## config.mk

```make
export PLATFORM = sky130hd
export DESIGN_NAME = mix_router
export DESIGN_NICKNAME = d
export VERILOG_FILES = /design/src/shared/mix_router_pkg.sv /design/src/hdl/mix_router.sv
export SDC_FILE = /design/constraint.sdc
export NUM_CORES = 2
export LEC_CHECK = 0
export BUFFER_PORTS_ARGS = -buffer_cell sky130_fd_sc_hd__buf_2
export CORE_ASPECT_RATIO = 2
export CORE_MARGIN = 5
export CORE_UTILIZATION = 60
export CTS_BUF_LIST = sky130_fd_sc_hd__clkbuf_4 sky130_fd_sc_hd__clkbuf_8
export DETAILED_ROUTE_END_ITERATION = 8
export PLACE_DENSITY = 0.8
export SLEW_MARGIN = 20
export SYNTH_ARGS = -nofsm -noshare
export SYNTH_HDL_FRONTEND = slang
export SYNTH_SLANG_ARGS = --single-unit
```

## constraint.sdc

```tcl
create_clock -name core_clk_i -period 12.85 [get_ports core_clk_i]
set_input_delay 3.2125 -clock core_clk_i [delete_from_list [all_inputs] [get_ports core_clk_i]]
set_output_delay 3.2125 -clock core_clk_i [all_outputs]
set_load 0.01 [all_outputs]
```

## src/shared/mix_router_pkg.sv

```systemverilog
// Package with constants, field layout and carriers of the mixing router.
package mix_router_pkg;

  // ==========================================================================
  // Sample carriers.
  localparam int SAMPLE_W = 24;
  typedef logic signed [SAMPLE_W-1:0] sample_t;
  typedef struct packed {
    sample_t left;
    sample_t right;
  } stereo_t;
  localparam sample_t SAMPLE_MAX  = 24'sh7FFFFF;
  localparam sample_t SAMPLE_MIN  = 24'sh800000;
  localparam sample_t SAMPLE_ZERO = 24'sh000000;

  // ==========================================================================
  // APB carriers.
  localparam int ADDR_W = 12;
  typedef struct packed {
    logic              psel;
    logic              penable;
    logic              pwrite;
    logic [ADDR_W-1:0] paddr;
    logic [31:0]       pwdata;
    logic [3:0]        pstrb;
  } apb_req_t;
  typedef struct packed {
    logic        pready;
    logic [31:0] prdata;
    logic        pslverr;
  } apb_rsp_t;

  // ==========================================================================
  // Register indices; the byte address is the index shifted by BYTE_SHIFT.
  localparam int BYTE_SHIFT = 2;
  localparam logic [9:0] IDX_CTRL_ONE  = 10'h005;
  localparam logic [9:0] IDX_CTRL_TWO  = 10'h006;
  localparam logic [9:0] IDX_PORT_ZERO = 10'h007;
  localparam logic [9:0] IDX_RIGHT_MIX = 10'h039;
  localparam logic [9:0] IDX_LEFT_MIX  = 10'h03A;
  localparam logic [9:0] IDX_LOOPBACK  = 10'h11D;
  localparam logic [9:0] IDX_STATUS    = 10'h11E;

  // ==========================================================================
  // Field positions and codes.
  localparam int NEG_LEFT_BIT  = 5;
  localparam int NEG_RIGHT_BIT = 6;
  localparam int TX_SWAP_BIT   = 8;
  localparam int RX_SWAP_BIT   = 5;
  localparam int GAIN_LSB      = 4;
  localparam int SRC_LSB       = 2;
  localparam int LB_EN_BIT     = 1;
  localparam int LB_SEL_BIT    = 0;
  localparam int SAT_LEFT_BIT  = 0;
  localparam int SAT_RIGHT_BIT = 1;
  localparam logic [1:0] SRC_LEFT   = 2'h1;
  localparam logic [1:0] SRC_RIGHT  = 2'h2;
  localparam logic [1:0] GAIN_UNITY = 2'h3;
  localparam logic [3:0] GAIN_RESET = 4'h0;
  localparam logic [1:0] SRC_RESET  = 2'h0;

  // Gain in Q0.16 for codes 0 (-36 dB) up to 11 (-3 dB), 3 dB apart.
  function automatic logic [15:0] gain_coef(input logic [3:0] code);
    case (code)
      4'h0:    return 16'h040F;
      4'h1:    return 16'h05BB;
      4'h2:    return 16'h0818;
      4'h3:    return 16'h0B6F;
      4'h4:    return 16'h1027;
      4'h5:    return 16'h16D1;
      4'h6:    return 16'h203A;
      4'h7:    return 16'h2D86;
      4'h8:    return 16'h404E;
      4'h9:    return 16'h5AD5;
      4'hA:    return 16'h804D;
      default: return 16'hB53C;
    endcase
  endfunction : gain_coef

endpackage : mix_router_pkg

```

## src/hdl/mix_router.sv

```systemverilog
// Digital mixing and routing core between converters and the audio port.
//
// Function
// RQ1: Default: left/right inputs to left/right slots.
// RQ2: Default: received slots feed matching output converters.
// RQ3: Input invert bits 6/5 negate right/left.
// RQ4: Transmit swap bit 8 exchanges transmit slots.
// RQ5: Output invert bits 6/5 negate right/left.
// RQ6: Receive swap bit 5 exchanges received slots.
// RQ7: Right sidetone source: 01 left, 10 right.
// RQ8: Left sidetone source at bits 3:2, reset none.
// RQ9: Per-input 4-bit sidetone gain, 3 dB steps.
// RQ10: Scaled sidetone added to received samples.
// RQ11: Sidetone taken from high-pass filtered input.
// RQ12: Software enables inputs first, keeps gains low.
// RQ13: Software keeps pump dynamic power off.
// RQ14: Loopback enable bit 1, reset off.
// RQ15: Select 0: left input, averaged outputs right.
// RQ16: Select 1: averaged outputs left, right input.
// RQ17: Averaged outputs taken after digital volume.
// RQ18: Sums saturate; no loopback means normal routing.
// RQ19: Controls in readable 16-bit registers, reset values.
`timescale 1ns/1ps
module mix_router
  import mix_router_pkg::*;
(
  input  wire logic     core_clk_i,
  input  wire logic     nrst_i,
  input  wire apb_req_t apb_req_i,
  output apb_rsp_t      apb_rsp_o,
  input  wire logic     sample_stb_i,
  input  wire stereo_t  adc_hpf_i,
  input  wire stereo_t  rx_slot_i,
  input  wire stereo_t  dac_vol_i,
  output stereo_t       tx_slot_o,
  output stereo_t       dac_feed_o,
  output logic          sample_vld_o
);

  // ==========================================================================
  // Helper functions.
  // Negation that maps the most negative code to full scale positive.
  function automatic sample_t neg_sat(input sample_t x);
    if (x == SAMPLE_MIN)
      return SAMPLE_MAX;
    return sample_t'(-x);
  endfunction : neg_sat

  // Saturating sum, so a loud sidetone clips instead of wrapping.
  function automatic sample_t sat_add(input sample_t a, input sample_t b);
    logic signed [SAMPLE_W:0] w;
    w = {a[SAMPLE_W-1], a} + {b[SAMPLE_W-1], b};
    if (w[SAMPLE_W] != w[SAMPLE_W-1])
      return w[SAMPLE_W] ? SAMPLE_MIN : SAMPLE_MAX;
    return w[SAMPLE_W-1:0];
  endfunction : sat_add

  // Half of the sum, rounded down; the extra bit keeps the sum from overflowing.
  function automatic sample_t half_sum(input sample_t a, input sample_t b);
    logic signed [SAMPLE_W:0] w;
    w = {a[SAMPLE_W-1], a} + {b[SAMPLE_W-1], b};
    return w[SAMPLE_W:1];
  endfunction : half_sum

  // Sidetone scaling; codes with both top bits set pass at unity.
  function automatic sample_t st_scale(input sample_t x,
                                       input logic [3:0] code);
    logic signed [SAMPLE_W+16:0] p;
    p = x * $signed({1'b0, gain_coef(code)});
    if (code[3:2] == GAIN_UNITY)
      return x;
    return p[SAMPLE_W+15:16];
  endfunction : st_scale

  // True for an aligned, mapped register address, else false.
  function automatic logic reg_hit(input logic [ADDR_W-1:0] a);
    logic [9:0] i;
    i = a[ADDR_W-1:BYTE_SHIFT];
    if (a[BYTE_SHIFT-1:0] != '0)
      return 1'b0;
    return i == IDX_CTRL_ONE || i == IDX_CTRL_TWO || i == IDX_PORT_ZERO ||
           i == IDX_RIGHT_MIX || i == IDX_LEFT_MIX ||
           i == IDX_LOOPBACK || i == IDX_STATUS;
  endfunction : reg_hit

  // ==========================================================================
  // State of the block.
  typedef struct packed {
    logic       in_neg_l;
    logic       in_neg_r;
    logic       out_neg_l;
    logic       out_neg_r;
    logic       tx_swap;
    logic       rx_swap;
    logic [3:0] gain_r;
    logic [3:0] gain_l;
    logic [1:0] src_r;
    logic [1:0] src_l;
    logic       lb_en;
    logic       lb_sel;
    logic [1:0] sat;
    logic [31:0] rdata;
    stereo_t    tx;
    stereo_t    dac;
    logic       vld;
  } state_t;
  state_t s_q;
  state_t s_d;
  logic       setup;
  logic       access;
  logic [9:0] idx;
  logic [15:0] wmask;
  logic [15:0] wdat;
  sample_t    a_l;
  sample_t    a_r;
  sample_t    r_l;
  sample_t    r_r;
  sample_t    st_l;
  sample_t    st_r;
  sample_t    avg;
  logic [1:0] ovf;
  // ==========================================================================
  // Bus decode; byte lanes select which half of a field word is written.
  assign setup  = apb_req_i.psel && !apb_req_i.penable;
  assign access = apb_req_i.psel && apb_req_i.penable;
  assign idx    = apb_req_i.paddr[ADDR_W-1:BYTE_SHIFT];
  assign wmask  = {{8{apb_req_i.pstrb[1]}}, {8{apb_req_i.pstrb[0]}}};
  assign wdat   = apb_req_i.pwdata[15:0];

  // Zero wait states; an unmapped or unaligned address answers an error.
  always_comb
  begin
    apb_rsp_o.pready  = 1'b1;
    apb_rsp_o.prdata  = s_q.rdata;
    apb_rsp_o.pslverr = access && !reg_hit(apb_req_i.paddr);
  end

  // ==========================================================================
  // Sample datapath, evaluated every cycle and captured on the strobe.
  // Input path: polarity, then the two slots of the transmit side.
  assign a_l = s_q.in_neg_l ? neg_sat(adc_hpf_i.left) : adc_hpf_i.left; // RQ3
  assign a_r = s_q.in_neg_r ? neg_sat(adc_hpf_i.right)
                            : adc_hpf_i.right; // RQ3

  // Receive path: swap inside the port, then per-output polarity.
  always_comb
  begin
    sample_t x_l;
    sample_t x_r;
    x_l = s_q.rx_swap ? rx_slot_i.right : rx_slot_i.left; // RQ6 RQ2
    x_r = s_q.rx_swap ? rx_slot_i.left : rx_slot_i.right; // RQ6 RQ2
    r_l = s_q.out_neg_l ? neg_sat(x_l) : x_l; // RQ5
    r_r = s_q.out_neg_r ? neg_sat(x_r) : x_r; // RQ5
  end

  // Sidetone from the filtered samples; gain belongs to the source input.
  always_comb
  begin
    case (s_q.src_l) // RQ8
      SRC_LEFT:  st_l = st_scale(adc_hpf_i.left, s_q.gain_l); // RQ9 RQ11
      SRC_RIGHT: st_l = st_scale(adc_hpf_i.right, s_q.gain_r); // RQ9 RQ11
      default:   st_l = SAMPLE_ZERO;
    endcase
    case (s_q.src_r) // RQ7
      SRC_LEFT:  st_r = st_scale(adc_hpf_i.left, s_q.gain_l); // RQ9 RQ11
      SRC_RIGHT: st_r = st_scale(adc_hpf_i.right, s_q.gain_r); // RQ9 RQ11
      default:   st_r = SAMPLE_ZERO;
    endcase
  end

  // Overflow of the mix, reported as sticky status bits.
  always_comb
  begin
    logic signed [SAMPLE_W:0] w_l;
    logic signed [SAMPLE_W:0] w_r;
    w_l = {r_l[SAMPLE_W-1], r_l} + {st_l[SAMPLE_W-1], st_l};
    w_r = {r_r[SAMPLE_W-1], r_r} + {st_r[SAMPLE_W-1], st_r};
    ovf[SAT_LEFT_BIT]  = w_l[SAMPLE_W] != w_l[SAMPLE_W-1];
    ovf[SAT_RIGHT_BIT] = w_r[SAMPLE_W] != w_r[SAMPLE_W-1];
  end

  // Post-volume outputs, so a muted channel adds nothing to the average.
  assign avg = half_sum(dac_vol_i.left, dac_vol_i.right); // RQ17

  // ==========================================================================
  // Next state: register writes, read capture and sample capture.
  always_comb
  begin
    logic [1:0] clr;
    s_d = s_q;
    clr = '0;
    // Read data is latched in the setup cycle so it leaves a flip-flop.
    if (setup)
    begin
      s_d.rdata = '0;
      case (reg_hit(apb_req_i.paddr) ? idx : '0) // RQ19
        IDX_CTRL_ONE:
        begin
          s_d.rdata[NEG_LEFT_BIT]  = s_q.in_neg_l;
          s_d.rdata[NEG_RIGHT_BIT] = s_q.in_neg_r;
        end
        IDX_CTRL_TWO:
        begin
          s_d.rdata[NEG_LEFT_BIT]  = s_q.out_neg_l;
          s_d.rdata[NEG_RIGHT_BIT] = s_q.out_neg_r;
        end
        IDX_PORT_ZERO:
        begin
          s_d.rdata[TX_SWAP_BIT] = s_q.tx_swap;
          s_d.rdata[RX_SWAP_BIT] = s_q.rx_swap;
        end
        IDX_RIGHT_MIX:
        begin
          s_d.rdata[GAIN_LSB+:4] = s_q.gain_r;
          s_d.rdata[SRC_LSB+:2]  = s_q.src_r;
        end
        IDX_LEFT_MIX:
        begin
          s_d.rdata[GAIN_LSB+:4] = s_q.gain_l;
          s_d.rdata[SRC_LSB+:2]  = s_q.src_l;
        end
        IDX_LOOPBACK:
        begin
          s_d.rdata[LB_EN_BIT]  = s_q.lb_en;
          s_d.rdata[LB_SEL_BIT] = s_q.lb_sel;
        end
        IDX_STATUS:
          s_d.rdata[SAT_RIGHT_BIT:SAT_LEFT_BIT] = s_q.sat;
        default:
          s_d.rdata = '0;
      endcase
    end
    // Writes take effect in the access cycle; strobes gate the lanes.
    if (access && apb_req_i.pwrite && reg_hit(apb_req_i.paddr))
    begin
      case (idx) // RQ19
        IDX_CTRL_ONE:
        begin
          if (wmask[NEG_LEFT_BIT])
            s_d.in_neg_l = wdat[NEG_LEFT_BIT];
          if (wmask[NEG_RIGHT_BIT])
            s_d.in_neg_r = wdat[NEG_RIGHT_BIT];
        end
        IDX_CTRL_TWO:
        begin
          if (wmask[NEG_LEFT_BIT])
            s_d.out_neg_l = wdat[NEG_LEFT_BIT];
          if (wmask[NEG_RIGHT_BIT])
            s_d.out_neg_r = wdat[NEG_RIGHT_BIT];
        end
        IDX_PORT_ZERO:
        begin
          if (wmask[TX_SWAP_BIT])
            s_d.tx_swap = wdat[TX_SWAP_BIT];
          if (wmask[RX_SWAP_BIT])
            s_d.rx_swap = wdat[RX_SWAP_BIT];
        end
        IDX_RIGHT_MIX:
          if (wmask[GAIN_LSB])
          begin
            s_d.gain_r = wdat[GAIN_LSB+:4];
            s_d.src_r  = wdat[SRC_LSB+:2];
          end
        IDX_LEFT_MIX:
          if (wmask[GAIN_LSB])
          begin
            s_d.gain_l = wdat[GAIN_LSB+:4];
            s_d.src_l  = wdat[SRC_LSB+:2];
          end
        IDX_LOOPBACK:
          if (wmask[LB_EN_BIT])
          begin
            s_d.lb_en  = wdat[LB_EN_BIT]; // RQ14
            s_d.lb_sel = wdat[LB_SEL_BIT];
          end
        IDX_STATUS:
          clr = wdat[SAT_RIGHT_BIT:SAT_LEFT_BIT] &
                wmask[SAT_RIGHT_BIT:SAT_LEFT_BIT];
        default:
          clr = '0;
      endcase
    end
    // Capture one frame per strobe; the valid flag marks new outputs.
    s_d.vld = sample_stb_i;
    if (sample_stb_i)
    begin
      s_d.dac.left  = sat_add(r_l, st_l); // RQ10 RQ18
      s_d.dac.right = sat_add(r_r, st_r); // RQ10 RQ18
      if (!s_q.lb_en)
      begin
        s_d.tx.left  = s_q.tx_swap ? a_r : a_l; // RQ1 RQ4 RQ18
        s_d.tx.right = s_q.tx_swap ? a_l : a_r; // RQ1 RQ4 RQ18
      end
      else if (!s_q.lb_sel)
      begin
        s_d.tx.left  = a_l; // RQ15
        s_d.tx.right = avg; // RQ15
      end
      else
      begin
        s_d.tx.left  = avg; // RQ16
        s_d.tx.right = a_r; // RQ16
      end
    end
    // A new overflow wins over a clear in the same cycle.
    s_d.sat = (s_q.sat & ~clr) | (sample_stb_i ? ovf : 2'h0); // RQ18
  end

  // ==========================================================================
  // State register; every field resets to zero.
  always_ff @(posedge core_clk_i or negedge nrst_i)
  begin
    if (!nrst_i)
      s_q <= '0; // RQ19 RQ14
    else
      s_q <= s_d;
  end

  assign tx_slot_o    = s_q.tx;
  assign dac_feed_o   = s_q.dac;
  assign sample_vld_o = s_q.vld;

  logic plain_rx;
  logic plain_tx;
  assign plain_tx = !s_q.lb_en && !s_q.in_neg_l && !s_q.in_neg_r;
  assign plain_rx = s_q.src_l == SRC_RESET && s_q.src_r == SRC_RESET &&
                    !s_q.out_neg_l && !s_q.out_neg_r;
endmodule : mix_router

```

==> impl_metrics.csv <==
group,metric,value,unit
run_status,status,"finished clean",
clocking,cts_buffers,17,
routing,antenna_left,0,
floorplanning,core,70800,µm²
sta,setup_viol,0,
critical_path,worstPathArrival,12.56,ns
sta,slew_headroom,0.219,
clocking,cts_resized,0,
yosys,ys_types,92,
floorplanning,start_util,0.604,
critical_path,crit_type,"in -> reg",
yosys,synth_warnings,0,
power,fin_total_pwr,0.00408,W
power,ir_drop,126,µV
sta,layout_min_cycle_time,12.13,ns
clocking,h-tree-depth,4,
grt,grt.total_usage,0.375,
sta,fmax,0.0824,GHz
yosys,yosysMostFrequentCell,"inv_1",
final_layout,area.growth.synth_to_final,5.39,%
run,cap_violations,0,
yosys,synth_edf_count,0,
grt,antenna_found_initial,44,
routing,routed_wl,143000,µm
clocking,post-cts-setup-buffers,0,
sta,fin_skew,0.0288,ns
floorplanning,fp-row-count,138,
place,gp_congestion,0.997,
place,place.detailed.hpwl,118000,µm
routing,wire_per_inst,23.2,µm
final_layout,final_net_count,6439,
sta,slew_viol_final,0,
floorplanning,die_w,199,µm
grt,grt_pass1_wl,221000,µm
critical_path,end_kind,"flop",
clocking,cts_tree,"yes",
yosys,netlist_area,42800,µm²
routing,vias,37800,
yosys,synthCells,5141,
sta,finalHoldViolCount,0,
clocking,cts_max_path_buffers,2,
sta,fin_crit_sh,0.944,
critical_path,critPathLaunchType,"input port",
grt,grt_pass1_vias,40600,
yosys,synth.top_cells.by_area,"fa_1 35%, inv_1 8.2%, ha_1 8.2%, dfrtp_1 7.5%, nand2_1 6.2%",
routing,drtIter0Drc,3105,
power,p_per_area,90.6,nW/µm²
floorplanning,die_area,77000,µm²
clocking,clock_sinks,128,
clocking,clock-root-buffer,"clkbuf_8",
clocking,insertion_delay,0.57,ns
yosys,yosys-top-cells-count,"939 x inv_1, 743 x fa_1, 701 x nand2_1",
yosys,synth_seq_area_share,0.0749,
worst_hold_path,holdCritPathClass,"reg -> reg",
critical_path,worstPathRequired,13.28,ns
critical_path,worst-path-max-fanout,15,
final_layout,fillers,6089,
routing,drc,0,
power,power.leakage,22.8,nW
critical_path,crit_path_frequent_cell,"fa_1",
floorplanning,io-pin-count,329,
floorplanning,die_h,388,µm
yosys,ys_seq_elements,128,
routing,dr.pass1.iters,8,
sta,rsz0062_at_grt,"no",
critical_path,cpPeakStageDelay,0.67,ns
grt,grt_max_degree,80,
yosys,yosys.area.top_type,"fa_1",
clocking,path_clk_slew,0.08,ns
critical_path,critPathSlowestCell,"a2111oi_0",
sta,fin_setup_tns,0,ns
final_layout,layout-drive-gt1-share,0.107,
grt,grt-ovfl-total,0,
routing,viasPerCell,6.12,
clocking,hold_buffers,0,
yosys,synth-async-reset-ratio,1.00,
yosys,synth.top_cell.area_share,0.348,
sta,worst_pin_slew,1.17,ns
place,port_buffers,279,
yosys,avgSynthCellArea,8.32,µm²
yosys,synth_ff_type,"dfrtp_1",
==> report_power, final <==
part | switching, W | internal, W
sequential | 0.0000286 | 0.000433
combinational | 0.00202 | 0.00120
clock | 0.000230 | 0.000162
total | 0.00228 | 0.00180
==> worst paths after layout <==
path	startpoint	to	slack, ns	depth (start not counted)
max	adc_hpf_i[40]	dac_feed_o[32]	0.72	32
min	dac_feed_o[24]	dac_feed_o[24]	0.48	1
max reg2reg	s_q[139]	dac_feed_o[32]	1.64	36
min reg2reg	dac_feed_o[24]	dac_feed_o[24]	0.48	1
max in group asynchronous	nrst_i	s_q[146]	8.74	2
min in group asynchronous	nrst_i	dac_feed_o[31]	2.63	1
==> layout make-up <==
type / instances / area, µm² / share of cell area
diodes: 33 / 82.6 / 0.00183
clock buffers: 17 / 234 / 0.00519
clock inverters: 15 / 168 / 0.00372
inverters: 939 / 3520 / 0.0782
multi-input cells: 3700 / 34100 / 0.757
flip-flops and latches: 128 / 3210 / 0.0712
well taps: 910 / 1140 / 0.0253
repair buffers: 431 / 2580 / 0.0572
==> cell families after synthesis <==
family | count (synthesis) | share of synthesized area
muxes | 106 | 0.0260
other | 2 | 0.000176
AOI/OAI and AO/OA | 811 | 0.127
DFF | 128 | 0.0749
adders and majority gates | 1026 | 0.431
xor gates and xnor gates | 191 | 0.0393
and+or+nand+nor | 1542 | 0.172
buffers and inverters | 1335 | 0.130
==> state kept, by name, indices dropped and copies added (netlist names) <==
name	flops
apb_rsp_o	9
s_q	22
tx_slot_o	48
sample_vld_o	1
dac_feed_o	48
==> critical path, delay by kind of cell <==
| family | cells | cell delay (ns) |
|---|---|---|
| adder cells (fa/ha/maj) | 8 | 3.75 |
| AO/OA/AOI/OAI | 12 | 3.54 |
| XOR/XNOR | 1 | 0.15 |
| AND/OR/NAND/NOR | 4 | 0.72 |
| buffers and inverters | 7 | 1.16 |
==> cells in the final DEF (no fill, tap or decap), types with 45 or more instances in the layout <==
cell and instances:
dfrtp_1 124, mux2i_1 65, buf_4 150, buf_2 277, xnor2_1 121, fa_1 743
o21ai_0 156, inv_1 939, nand2b_1 51, nor2b_1 119, xor2_1 69, nand3_1 45
and2_1 221, nand2_1 701, a21oi_1 196, nor3_1 59, ha_1 281, a21o_1 63
nor2_1 219
==> routing by layer <==
metal	part of all wire	GRT usage
met5	0.0010	0
met4	0.12	0.352
met3	0.097	0.101
met2	0.48	0.626
met1	0.29	0.369
==> metrics by stage <==
stage                     cells  area, µm²  hold slack, ns  setup slack (ns)   util
after CTS                  6139      45000           0.490             0.888  0.635
after detailed placement   6107      44600           0.462             0.329  0.629
after floorplan            5163      42800           0.450              1.36      -
after global routing       6162      45000           0.496             0.441  0.636
after global placement     6107      44600           0.458             0.374  0.629
final                      6173      45100           0.483             0.720  0.637
Note: power is estimated with default switching activity, not from simulation.
